### src/hw/chan_div_pkg.sv
// Constants shared by the cascaded channel clock divider
// =====================================================================
// What this block does
// - Stage 2.1 output stays low for low field [7:4] plus one cycles.
// - Stage 2.1 output stays high for high field [3:0] plus one cycles.
// - Stage 2.2 low and high times come from its own register, plus one.
// - The phase register resets to zero and reads back; no stage uses it.
// - Control bit 5 bypasses stage 2.2, passing its input straight through.
// - Control bit 4 bypasses stage 2.1, passing its input straight through.
// - Control bit 3 clear lets sync restart stages 2.1 and 2.2; set blocks only the restart.
// - Control bit 2 sets the static output level; software sets bit 3 first.
// - Control bits 1 and 0 pick the start levels of stages 2.2 and 2.1, high or low; stage 3.1 always starts low.
// - Correction register bit 0 set disables duty-cycle correction.
// - Stage 3.1 uses low [7:4] and high [3:0], each plus one cycles.
package chan_div_pkg;

    // =================================================================
    // Register indices; byte address is four times the index
    localparam logic [9:0] IDX_CH2_STAGE1 = 10'h199;
    localparam logic [9:0] IDX_CH2_PHASE = 10'h19a;
    localparam logic [9:0] IDX_CH2_STAGE2 = 10'h19b;
    localparam logic [9:0] IDX_CH2_CONTROL = 10'h19c;
    localparam logic [9:0] IDX_CH2_DCC = 10'h19d;
    localparam logic [9:0] IDX_CH3_STAGE1 = 10'h19e;
    localparam logic [9:0] IDX_STATUS = 10'h1a3;

    // =================================================================
    // Field positions
    localparam int LOW_MSB = 7;
    localparam int LOW_LSB = 4;
    localparam int HIGH_MSB = 3;
    localparam int HIGH_LSB = 0;
    localparam int CTL_BYPASS2 = 5;
    localparam int CTL_BYPASS1 = 4;
    localparam int CTL_NOSYNC = 3;
    localparam int CTL_FORCE = 2;
    localparam int CTL_START2 = 1;
    localparam int CTL_START1 = 0;
    localparam int DCC_DISABLE = 0;

    // =================================================================
    // Reset values
    localparam logic [7:0] RST_CYCLES = 8'h00;
    localparam logic [7:0] RST_PHASE = 8'h00;
    localparam logic [7:0] RST_CONTROL = 8'h00;
    localparam logic [7:0] RST_DCC = 8'h00;

    // AHB transfer type holding a real request
    localparam logic [1:0] HTRANS_NONSEQ = 2'b10;

endpackage

### src/hw/sub_divider.sv
// One programmable low/high sub-divider stage counting input ticks
module sub_divider
    import chan_div_pkg::*;
(
    input wire logic sys_clk,
    input wire logic rst_n,
    input wire logic ce,
    input wire logic in_tick,
    input wire logic in_level,
    input wire logic restart,
    input wire logic bypass,
    input wire logic start_high,
    input wire logic [3:0] low_cnt,
    input wire logic [3:0] high_cnt,
    output logic out_level,
    output logic out_tick
);

    logic level_reg;
    logic [3:0] cnt_reg;
    logic rise;

    // A tick is one input cycle; the output rises once per period
    assign rise = in_tick && !level_reg && (cnt_reg == low_cnt);

    // =================================================================
    // Phase counter
    always_ff @(posedge sys_clk or negedge rst_n)
    begin
        if (!rst_n)
        begin
            level_reg <= 1'b0;
            cnt_reg <= 4'h0;
        end
        else if (ce)
        begin
            if (restart || bypass)
            begin
                // Bypass parks the counter so it restarts cleanly
                level_reg <= start_high;
                cnt_reg <= 4'h0;
            end
            else if (in_tick)
            begin
                if (level_reg)
                begin
                    if (cnt_reg == high_cnt)
                    begin
                        level_reg <= 1'b0;
                        cnt_reg <= 4'h0;
                    end
                    else
                        cnt_reg <= cnt_reg + 4'h1;
                end
                else if (rise)
                begin
                    level_reg <= 1'b1;
                    cnt_reg <= 4'h0;
                end
                else
                    cnt_reg <= cnt_reg + 4'h1;
            end
        end
    end

    assign out_level = bypass ? in_level : level_reg;
    assign out_tick = bypass ? in_tick : (rise && !restart);

    // =================================================================
    // Checks
    a_low_hold: assert property (@(posedge sys_clk)
        disable iff (!rst_n || !ce)
        (!bypass && !restart && in_tick && !level_reg
            && cnt_reg != low_cnt) |=> !level_reg)
        else $error("stage left low phase early");

    a_low_end: assert property (@(posedge sys_clk)
        disable iff (!rst_n || !ce)
        (!bypass && !restart && in_tick && !level_reg
            && cnt_reg == low_cnt) |=> level_reg && cnt_reg == 4'h0)
        else $error("stage did not rise after low count");

    a_high_end: assert property (@(posedge sys_clk)
        disable iff (!rst_n || !ce)
        (!bypass && !restart && in_tick && level_reg
            && cnt_reg == high_cnt) |=> !level_reg)
        else $error("stage did not fall after high count");

endmodule

### src/hw/cascaded_channel_clock_divider.sv
// Cascaded channel clock divider with its AHB-Lite register slave
module cascaded_channel_clock_divider
    import chan_div_pkg::*;
#(
    parameter int PERIOD_W = 12
)
(
    input wire logic sys_clk,
    input wire logic rst_n,
    input wire logic ce,
    input wire logic hsel,
    input wire logic [31:0] haddr,
    input wire logic [1:0] htrans,
    input wire logic hwrite,
    input wire logic [2:0] hsize,
    input wire logic [31:0] hwdata,
    input wire logic hready,
    output logic [31:0] hrdata,
    output logic hreadyout,
    output logic hresp,
    input wire logic sync_in,
    output logic ch2_clk_out,
    output logic ch3_stage1_clk_out
);

    logic [7:0] ch2_stage1_reg;
    logic [7:0] ch2_phase_reg;
    logic [7:0] ch2_stage2_reg;
    logic [7:0] ch2_control_reg;
    logic [7:0] ch2_dcc_reg;
    logic [7:0] ch3_stage1_reg;
    logic [31:0] hrdata_reg;
    logic wr_pend_reg;
    logic [9:0] wr_idx_reg;
    logic sync_meta_reg;
    logic sync_reg;
    logic ref_level_reg;
    logic ch2_out_reg;
    logic ch3_out_reg;
    logic [PERIOD_W-1:0] period_cnt_reg;
    logic [PERIOD_W-1:0] period_reg;
    logic addr_ok;
    logic [9:0] addr_idx;
    logic restart;
    logic s1_level;
    logic s1_tick;
    logic s2_level;
    logic s2_tick;
    logic s3_level;
    logic dcc_level;
    logic [PERIOD_W-1:0] half_period;
    logic [7:0] rd_value;
    logic [7:0] wr_byte;

    // Register index decoding, used only for reads; writes compare each index
    function automatic logic idx_mapped(input logic [9:0] idx);
        idx_mapped = (idx == IDX_CH2_STAGE1) || (idx == IDX_CH2_PHASE)
            || (idx == IDX_CH2_STAGE2) || (idx == IDX_CH2_CONTROL)
            || (idx == IDX_CH2_DCC) || (idx == IDX_CH3_STAGE1)
            || (idx == IDX_STATUS);
    endfunction

    // =================================================================
    // AHB-Lite slave: zero wait states, always OKAY
    assign addr_idx = haddr[11:2];
    assign addr_ok = hsel && hready && (htrans == HTRANS_NONSEQ);
    assign hreadyout = 1'b1;
    assign hresp = 1'b0;
    assign hrdata = hrdata_reg;
    assign wr_byte = hwdata[7:0];

    // Read value, forwarding a write still in its data phase
    always_comb
    begin
        rd_value = 8'h00;
        if (wr_pend_reg && wr_idx_reg == addr_idx
            && addr_idx != IDX_STATUS)
            rd_value = wr_byte;
        else if (addr_idx == IDX_CH2_STAGE1)
            rd_value = ch2_stage1_reg;
        else if (addr_idx == IDX_CH2_PHASE)
            rd_value = ch2_phase_reg;
        else if (addr_idx == IDX_CH2_STAGE2)
            rd_value = ch2_stage2_reg;
        else if (addr_idx == IDX_CH2_CONTROL)
            rd_value = {2'b00, ch2_control_reg[5:0]};
        else if (addr_idx == IDX_CH2_DCC)
            rd_value = {7'h00, ch2_dcc_reg[DCC_DISABLE]};
        else if (addr_idx == IDX_CH3_STAGE1)
            rd_value = ch3_stage1_reg;
        else if (addr_idx == IDX_STATUS)
            rd_value = {3'b000, ch3_out_reg, ch2_out_reg, s2_level,
                s1_level, sync_reg};
    end

    always_ff @(posedge sys_clk or negedge rst_n)
    begin
        if (!rst_n)
        begin
            wr_pend_reg <= 1'b0;
            wr_idx_reg <= 10'h000;
            hrdata_reg <= 32'h0000_0000;
        end
        else if (ce)
        begin
            if (hready)
            begin
                wr_pend_reg <= addr_ok && hwrite
                    && (haddr[31:12] == 20'h00000);
                wr_idx_reg <= addr_idx;
            end
            if (addr_ok && !hwrite)
            begin
                if (idx_mapped(addr_idx) && haddr[31:12] == 20'h00000)
                    hrdata_reg <= {24'h000000, rd_value};
                else
                    hrdata_reg <= 32'h0000_0000;
            end
        end
    end

    // =================================================================
    // Configuration registers, written in the data phase
    always_ff @(posedge sys_clk or negedge rst_n)
    begin
        if (!rst_n)
        begin
            ch2_stage1_reg <= RST_CYCLES;
            ch2_phase_reg <= RST_PHASE;
            ch2_stage2_reg <= RST_CYCLES;
            ch2_control_reg <= RST_CONTROL;
            ch2_dcc_reg <= RST_DCC;
            ch3_stage1_reg <= RST_CYCLES;
        end
        else if (ce && wr_pend_reg)
        begin
            if (wr_idx_reg == IDX_CH2_STAGE1)
                ch2_stage1_reg <= wr_byte;
            if (wr_idx_reg == IDX_CH2_PHASE)
                ch2_phase_reg <= wr_byte;
            if (wr_idx_reg == IDX_CH2_STAGE2)
                ch2_stage2_reg <= wr_byte;
            if (wr_idx_reg == IDX_CH2_CONTROL)
                ch2_control_reg <= {2'b00, wr_byte[5:0]};
            if (wr_idx_reg == IDX_CH2_DCC)
                ch2_dcc_reg <= {7'h00, wr_byte[DCC_DISABLE]};
            if (wr_idx_reg == IDX_CH3_STAGE1)
                ch3_stage1_reg <= wr_byte;
        end
    end

    // =================================================================
    // Sync pin synchroniser and reference level
    always_ff @(posedge sys_clk or negedge rst_n)
    begin
        if (!rst_n)
        begin
            sync_meta_reg <= 1'b0;
            sync_reg <= 1'b0;
        end
        else if (ce)
        begin
            sync_meta_reg <= sync_in;
            sync_reg <= sync_meta_reg;
        end
    end

    // Stands in for the raw input clock level when stage 2.1 is bypassed
    always_ff @(posedge sys_clk or negedge rst_n)
    begin
        if (!rst_n)
            ref_level_reg <= 1'b0;
        else if (ce)
            ref_level_reg <= !ref_level_reg;
    end

    assign restart = sync_reg && !ch2_control_reg[CTL_NOSYNC];

    // =================================================================
    // Divider stages
    sub_divider u_stage21 (
        .sys_clk(sys_clk),
        .rst_n(rst_n),
        .ce(ce),
        .in_tick(1'b1),
        .in_level(ref_level_reg),
        .restart(restart),
        .bypass(ch2_control_reg[CTL_BYPASS1]),
        .start_high(ch2_control_reg[CTL_START1]),
        .low_cnt(ch2_stage1_reg[LOW_MSB:LOW_LSB]),
        .high_cnt(ch2_stage1_reg[HIGH_MSB:HIGH_LSB]),
        .out_level(s1_level),
        .out_tick(s1_tick)
    );

    // Stage 2.2 counts whole periods of stage 2.1
    sub_divider u_stage22 (
        .sys_clk(sys_clk),
        .rst_n(rst_n),
        .ce(ce),
        .in_tick(s1_tick),
        .in_level(s1_level),
        .restart(restart),
        .bypass(ch2_control_reg[CTL_BYPASS2]),
        .start_high(ch2_control_reg[CTL_START2]),
        .low_cnt(ch2_stage2_reg[LOW_MSB:LOW_LSB]),
        .high_cnt(ch2_stage2_reg[HIGH_MSB:HIGH_LSB]),
        .out_level(s2_level),
        .out_tick(s2_tick)
    );

    // Only the cycle fields of the next channel live here
    sub_divider u_stage31 (
        .sys_clk(sys_clk),
        .rst_n(rst_n),
        .ce(ce),
        .in_tick(1'b1),
        .in_level(ref_level_reg),
        .restart(1'b0),
        .bypass(1'b0),
        .start_high(1'b0),
        .low_cnt(ch3_stage1_reg[LOW_MSB:LOW_LSB]),
        .high_cnt(ch3_stage1_reg[HIGH_MSB:HIGH_LSB]),
        .out_level(s3_level),
        .out_tick()
    );

    // =================================================================
    // Duty-cycle correction: measure the period, stay high for half
    // Odd periods round the high half up; a limitation of a
    // single-edge design, traded for not needing the falling edge.
    assign half_period = (period_reg + PERIOD_W'(1)) >> 1;
    assign dcc_level = (period_cnt_reg < half_period);

    always_ff @(posedge sys_clk or negedge rst_n)
    begin
        if (!rst_n)
        begin
            period_cnt_reg <= '0;
            period_reg <= '0;
        end
        else if (ce)
        begin
            if (s2_tick)
            begin
                period_reg <= period_cnt_reg + PERIOD_W'(1);
                period_cnt_reg <= '0;
            end
            else if (period_cnt_reg != '1)
                period_cnt_reg <= period_cnt_reg + PERIOD_W'(1);
        end
    end

    // =================================================================
    // Channel outputs
    always_ff @(posedge sys_clk or negedge rst_n)
    begin
        if (!rst_n)
        begin
            ch2_out_reg <= 1'b0;
            ch3_out_reg <= 1'b0;
        end
        else if (ce)
        begin
            if (sync_reg)
                ch2_out_reg <= ch2_control_reg[CTL_FORCE];
            else if (ch2_dcc_reg[DCC_DISABLE] || period_reg < PERIOD_W'(2))
                ch2_out_reg <= s2_level;
            else
                ch2_out_reg <= dcc_level;
            ch3_out_reg <= s3_level;
        end
    end

    assign ch2_clk_out = ch2_out_reg;
    assign ch3_stage1_clk_out = ch3_out_reg;

    // =================================================================
    // Checks
    a_force_static_level: assert property (@(posedge sys_clk)
        disable iff (!rst_n || !ce)
        sync_reg |=> ch2_clk_out == $past(ch2_control_reg[CTL_FORCE]))
        else $error("forced level not shown during sync");

    a_nosync_ignore: assert property (@(posedge sys_clk)
        disable iff (!rst_n || !ce)
        ch2_control_reg[CTL_NOSYNC] |-> !restart)
        else $error("restart while sync ignored");

    a_sync_restart_level: assert property (@(posedge sys_clk)
        disable iff (!rst_n || !ce)
        (restart && !ch2_control_reg[CTL_BYPASS1]
            && $stable(ch2_control_reg))
            |=> s1_level == $past(ch2_control_reg[CTL_START1]))
        else $error("stage 2.1 did not restart at its start level");

    a_bypass1_pass: assert property (@(posedge sys_clk)
        disable iff (!rst_n || !ce)
        ch2_control_reg[CTL_BYPASS1] |-> s1_tick && s1_level == ref_level_reg)
        else $error("bypassed stage 2.1 not transparent");

    a_bypass2_pass: assert property (@(posedge sys_clk)
        disable iff (!rst_n || !ce)
        ch2_control_reg[CTL_BYPASS2] |-> s2_level == s1_level)
        else $error("bypassed stage 2.2 not transparent");

    a_cascade_tick: assert property (@(posedge sys_clk)
        disable iff (!rst_n || !ce)
        s2_tick |-> s1_tick)
        else $error("stage 2.2 advanced without stage 2.1 period");

    a_dcc_off_raw: assert property (@(posedge sys_clk)
        disable iff (!rst_n || !ce)
        (ch2_dcc_reg[DCC_DISABLE] && !sync_reg)
            |=> ch2_clk_out == $past(s2_level))
        else $error("raw stage output not passed with correction off");

    a_write_store: assert property (@(posedge sys_clk)
        disable iff (!rst_n || !ce)
        (wr_pend_reg && wr_idx_reg == IDX_CH2_STAGE1)
            |=> ch2_stage1_reg == $past(hwdata[7:0]))
        else $error("stage 2.1 cycle register not written");

endmodule

### config.mk
export PLATFORM = sky130hd
export DESIGN_NAME = cascaded_channel_clock_divider
export DESIGN_NICKNAME = d
export VERILOG_FILES = /design/src/hw/chan_div_pkg.sv /design/src/hw/sub_divider.sv /design/src/hw/cascaded_channel_clock_divider.sv
export SDC_FILE = /design/constraint.sdc
export NUM_CORES = 1
export LEC_CHECK = 0
export BUFFER_PORTS_ARGS = -buffer_cell sky130_fd_sc_hd__buf_4
export CELL_PAD_IN_SITES_DETAIL_PLACEMENT = 1
export CELL_PAD_IN_SITES_GLOBAL_PLACEMENT = 1
export CORE_MARGIN = 2
export CORE_UTILIZATION = 25
export DETAILED_ROUTE_END_ITERATION = 8
export PLACE_DENSITY_LB_ADDON = 0.1
export SLEW_MARGIN = 20
export SYNTH_ARGS = -nofsm -noshare
export SYNTH_HDL_FRONTEND = slang
export SYNTH_SLANG_ARGS = --single-unit
export TNS_END_PERCENT = 10
### constraint.sdc
create_clock -name sys_clk -period 3.3 [get_ports sys_clk]
set_input_delay 0.33 -clock sys_clk [delete_from_list [all_inputs] [get_ports sys_clk]]
set_output_delay 0.33 -clock sys_clk [all_outputs]
set_load 0.03 [all_outputs]
==> PnR_summary.wiki <==
{| class="wikitable"
! Metric !! Value
|-
| Run status || completed
|-
| Final worst path period need || 2.62 ns
|-
| Delay of the slowest cell on the worst path || 0.46 ns
|-
| Routed length per placed instance || roughly 19 microns
|-
| Initial core utilization || between 20% and 30%
|-
| Number of enable-type register cells in the synthesized netlist || 0
|-
| Fin worst setup slack || ~0.68 ns
|-
| Synth Flop Type || dfrtp_1
|-
| WL met3 || around 310 microns
|-
| Area growth syn-to-layout || 15.9%
|-
| Min-Delay Path Class || input port to async pin
|-
| Final layout net count || between 700 and 800
|-
| Pwr/cell area || between 500 and 600 nW/um^2
|-
| Global-route wire length before repair || 30.8 mm
|-
| Worst path cell trace || and3_1, and4_1, nand2_1, xor2_1, ha_1, nand2_1, nor2_1, a2111oi_0, o41a_1, o211ai_1, o311ai_0
|-
| Most common library cell in the layout ignoring fill and taps || dfrtp_1
|-
| Number of I/O pins || 112
|-
| Switch Pwr || approximately 1.6 mW
|-
| Post-synth design cell area || 6190 sq um
|-
| IO Port Bufs || 56
|-
| Sequential share of power || between 40% and 50%
|-
| Crit end category || flip-flop
|-
| Number of antenna violations at the first check in global routing || 0
|-
| Achievable frequency || approximately 380 MHz
|-
| Worst skew pair latency || between 0.3 and 0.4 ns
|-
| Distinct cell type count of the synthesized netlist || 66
|-
| Leading cell types in the layout, fill and taps excluded || dfrtp_1, buf_4, mux2_2
|-
| Async set-reset flop share out of synthesis || 100%
|-
| Max_cap viols || 0
|-
| Placed inst area || just under 7000 sq um
|-
| Metal-1 WL || 9.07 mm
|-
| Fraction of power spent switching nets || a little under two fifths
|-
| CTS buffer count || 9
|-
| Die outline height || 161 microns
|-
| Via count of the routed design || ~4800
|-
| CTS H-Tree Depth || 3
|-
| Worst Max-Slew Pin Slew || roughly 0.8 ns
|-
| Static leakage power || ~3.2 nW
|-
| Vias in the first global route || around 5200
|-
| Final hold violations || 0
|-
| Total global routing track utilization || between 10% and 20%
|-
| Floorplan core area || about 24000 sq um
|-
| Topmost layer with routed signal wires || met4
|-
| Comb power frac || ~30%
|-
| Critical path launch point type || flip-flop
|-
| Via count normalized by instance count || approximately 4.8
|-
| Worst-case reg-to-reg path depth || 11
|-
| Number of remaining DRC errors || 0
|-
| Overall die width || 161 microns
|-
| Post-route clock skew || roughly 0.013 ns
|-
| Proportion of layout cells with a drive suffix above 1 || approximately a quarter
|-
| Maximum root-to-sink buffer count || 2
|-
| Core Rows || 57
|-
| Portion of the post-synthesis area used by sequential elements || 41.2%
|-
| Half-perimeter wire length of the detailed placement result || approximately 15 mm
|-
| Setup TNS Final || 0 ns
|-
| Register-to-register setup slack || roughly 0.68 ns
|-
| Setup Slack @ Placement || around 0.66 ns
|-
| Number of optimization iterations in the first detailed-route pass || 4
|-
| Die area || ~26000 sq um
|-
| Wire length on met2 || approximately 9.6 mm
|-
| Internal power || between 2 and 3 mW
|-
| Seq cells post-synth || between 100 and 150
|-
| Routed wire length || just under 20 mm
|-
| Yosys synthesis warning count || 0
|-
| Remaining Overflow, GRT || 0
|-
| Final setup violation count || 0
|-
| Top cell type by total area after synthesis || dfrtp_1
|-
| Standard cell with the maximum stage delay on the critical path || dfrtp_1
|-
| Cts-stage hold buffer count || 0
|-
| Clock tree root buffer cell || clkbuf_16
|-
| Most prevalent standard cell on the critical path || nand2_1
|-
| Violation count after the first detailed-routing iteration || between 200 and 300
|-
| Post-cts resize count || 0
|-
| Most area-consuming cells after synthesis || dfrtp_1, mux2_2, xor2_1
|-
| Clock network fraction of design power || between 20% and 30%
|-
| Clock tree from TritonCTS || done
|-
| CP required || 3.55 ns
|-
| Clock slew at reported path FFs || around 0.08 ns
|-
| Post-synth top area share || between 40% and 50%
|-
| Final Max Slew Viols || 0
|-
| Kind of cell adding the most delay to the critical path || compound AO/OA/AOI/OAI gates
|-
| Synth Area per Inst || between 10 and 15 sq um
|-
| Post CTS Setup Buffer Count || 0
|-
| Buf/Inv on CP || 0
|-
| Largest net degree at the start of global routing || just under 60
|-
| Number of instances in the synthesized netlist || between 600 and 700
|-
| Relative max-transition margin || 46.6%
|-
| Data arrival time at the worst-slack endpoint || ~2.9 ns
|-
| Final clock period utilization by the worst path || about four fifths
|-
| Worst VDD drop || just under 0.3 mV
|-
| Clock tree sinks || ~100
|-
| CP Max Fanout || 6
|-
| Crit path kind || flip-flop to flip-flop
|-
| Setup repair after global routing missed its margin || no
|-
| Final GP Congestion || approximately 0.77
|-
| Antenna Violating Nets Remaining || 0
|-
| Final Cell Area || between 7000 and 8000 sq um
|-
| Antenna diode count || 0
|-
| Worst reg2reg path startpoint || period_reg[2]$_DFFE_PN0P_
|-
| Capturing point of the worst reg2reg path || ch2_clk_out$_DFFE_PN0P_
|}
per-layer routing:
metal / track usage (%) / vias up
li1: - / 2291
met1: 20.6 / 2461
met2: 26.1 / 47
met3: 1.64 / 15
met4: 4.30 / 0
met5: 0 / -
power by group through the flow:
stage                     Combinational, mW  Sequential [mW]  Clock, mW
after floorplan                       0.974             1.74          0
after global placement                 1.25             1.85          0
final                                  1.28             1.83       1.18
after CTS                              1.31             1.84       1.22
after global routing                   1.49             1.89       1.26
after detailed placement               1.30             1.86          0
cell type report:
type	instances	area, sq um
clock buffer	11	253
multi-input combinational	477	3380
inverter	12	45.0
sequential	102	2550
clock inverter	5	63.8
timing repair buffer	63	473
tap	324	405
fill	2731	17100
cells in the mapped netlist (2+ instances only):
| library cell | instances |
|---|---|
| a21boi_0 | 2 |
| nor3_1 | 8 |
| conb_1 | 2 |
| o21ai_0 | 27 |
| nand2_1 | 51 |
| a2111oi_0 | 2 |
| nor2_1 | 35 |
| a32oi_1 | 4 |
| o31ai_1 | 2 |
| o211ai_1 | 5 |
| a22oi_1 | 6 |
| o22ai_1 | 3 |
| o311ai_0 | 3 |
| and3b_1 | 2 |
| o2bb2ai_1 | 4 |
| buf_2 | 6 |
| dfrtp_1 | 102 |
| and4_1 | 2 |
| a21oi_1 | 26 |
| buf_1 | 2 |
| a221oi_1 | 3 |
| a22o_1 | 3 |
| xor2_1 | 37 |
| inv_1 | 12 |
| nor4_1 | 12 |
| a32o_1 | 2 |
| nand3_1 | 23 |
| nand4_1 | 8 |
| ha_1 | 15 |
| buf_4 | 27 |
| and4bb_2 | 3 |
| a21o_1 | 2 |
| a31oi_1 | 10 |
| mux2_2 | 60 |
| mux2i_1 | 8 |
| and2_1 | 5 |
| and3_1 | 12 |
| nor2b_1 | 10 |
| a211oi_1 | 4 |
| clkbuf_1 | 15 |
| a2bb2oi_1 | 2 |
| nand2b_1 | 7 |
| xnor2_1 | 18 |
| nor3b_4 | 2 |
| or2_2 | 3 |
per-stage QoR:
| stage | util [%] | power (mW) | instances | hold slack, ns |
|---|---|---|---|---|
| floorplan | - | 2.71 | 642 | 0.0344 |
| global placement | 28.2 | 3.10 | 978 | 0.459 |
| detailed placement | 28.2 | 3.17 | 978 | 0.461 |
| CTS | 29.5 | 4.37 | 994 | 0.0799 |
| global route | 29.5 | 4.63 | 994 | 0.109 |
| finish | 29.5 | 4.30 | 994 | 0.0490 |
kinds of logic (layout without fill, tap and decap cells):
logic type	Yosys count	in the layout	synth area share (%)
AOI/OAI and AO/OA	121	121	13.4
xor gates and xnor gates	55	55	7.78
adders and majority gates	15	15	3.03
buffers and inverters	63	91	5.60
DFF	102	102	41.2
muxes	68	68	12.2
other	2	26	0.121
and+or+nand+nor	192	192	16.6
worst max path at each step:
| stage | from | slack [ns] | end | depth (start not counted) |
|---|---|---|---|---|
| 4_1_cts | period_reg[1]$_DFFE_PN0P_ | 0.64 | ch2_clk_out$_DFFE_PN0P_ | 11 |
| 5_1_grt | period_reg[2]$_DFFE_PN0P_ | 0.40 | ch2_clk_out$_DFFE_PN0P_ | 11 |
| 6_report | period_reg[2]$_DFFE_PN0P_ | 0.68 | ch2_clk_out$_DFFE_PN0P_ | 11 |
| 3_3_place_gp | period_reg[3]$_DFFE_PN0P_ | 0.78 | ch2_clk_out$_DFFE_PN0P_ | 11 |
| 3_5_place_dp | period_reg[1]$_DFFE_PN0P_ | 0.66 | ch2_clk_out$_DFFE_PN0P_ | 11 |
| 2_1_floorplan | period_reg[2]$_DFFE_PN0P_ | 1.09 | ch2_clk_out$_DFFE_PN0P_ | 11 |
No activity file was read; power rests on OpenSTA's default activity.
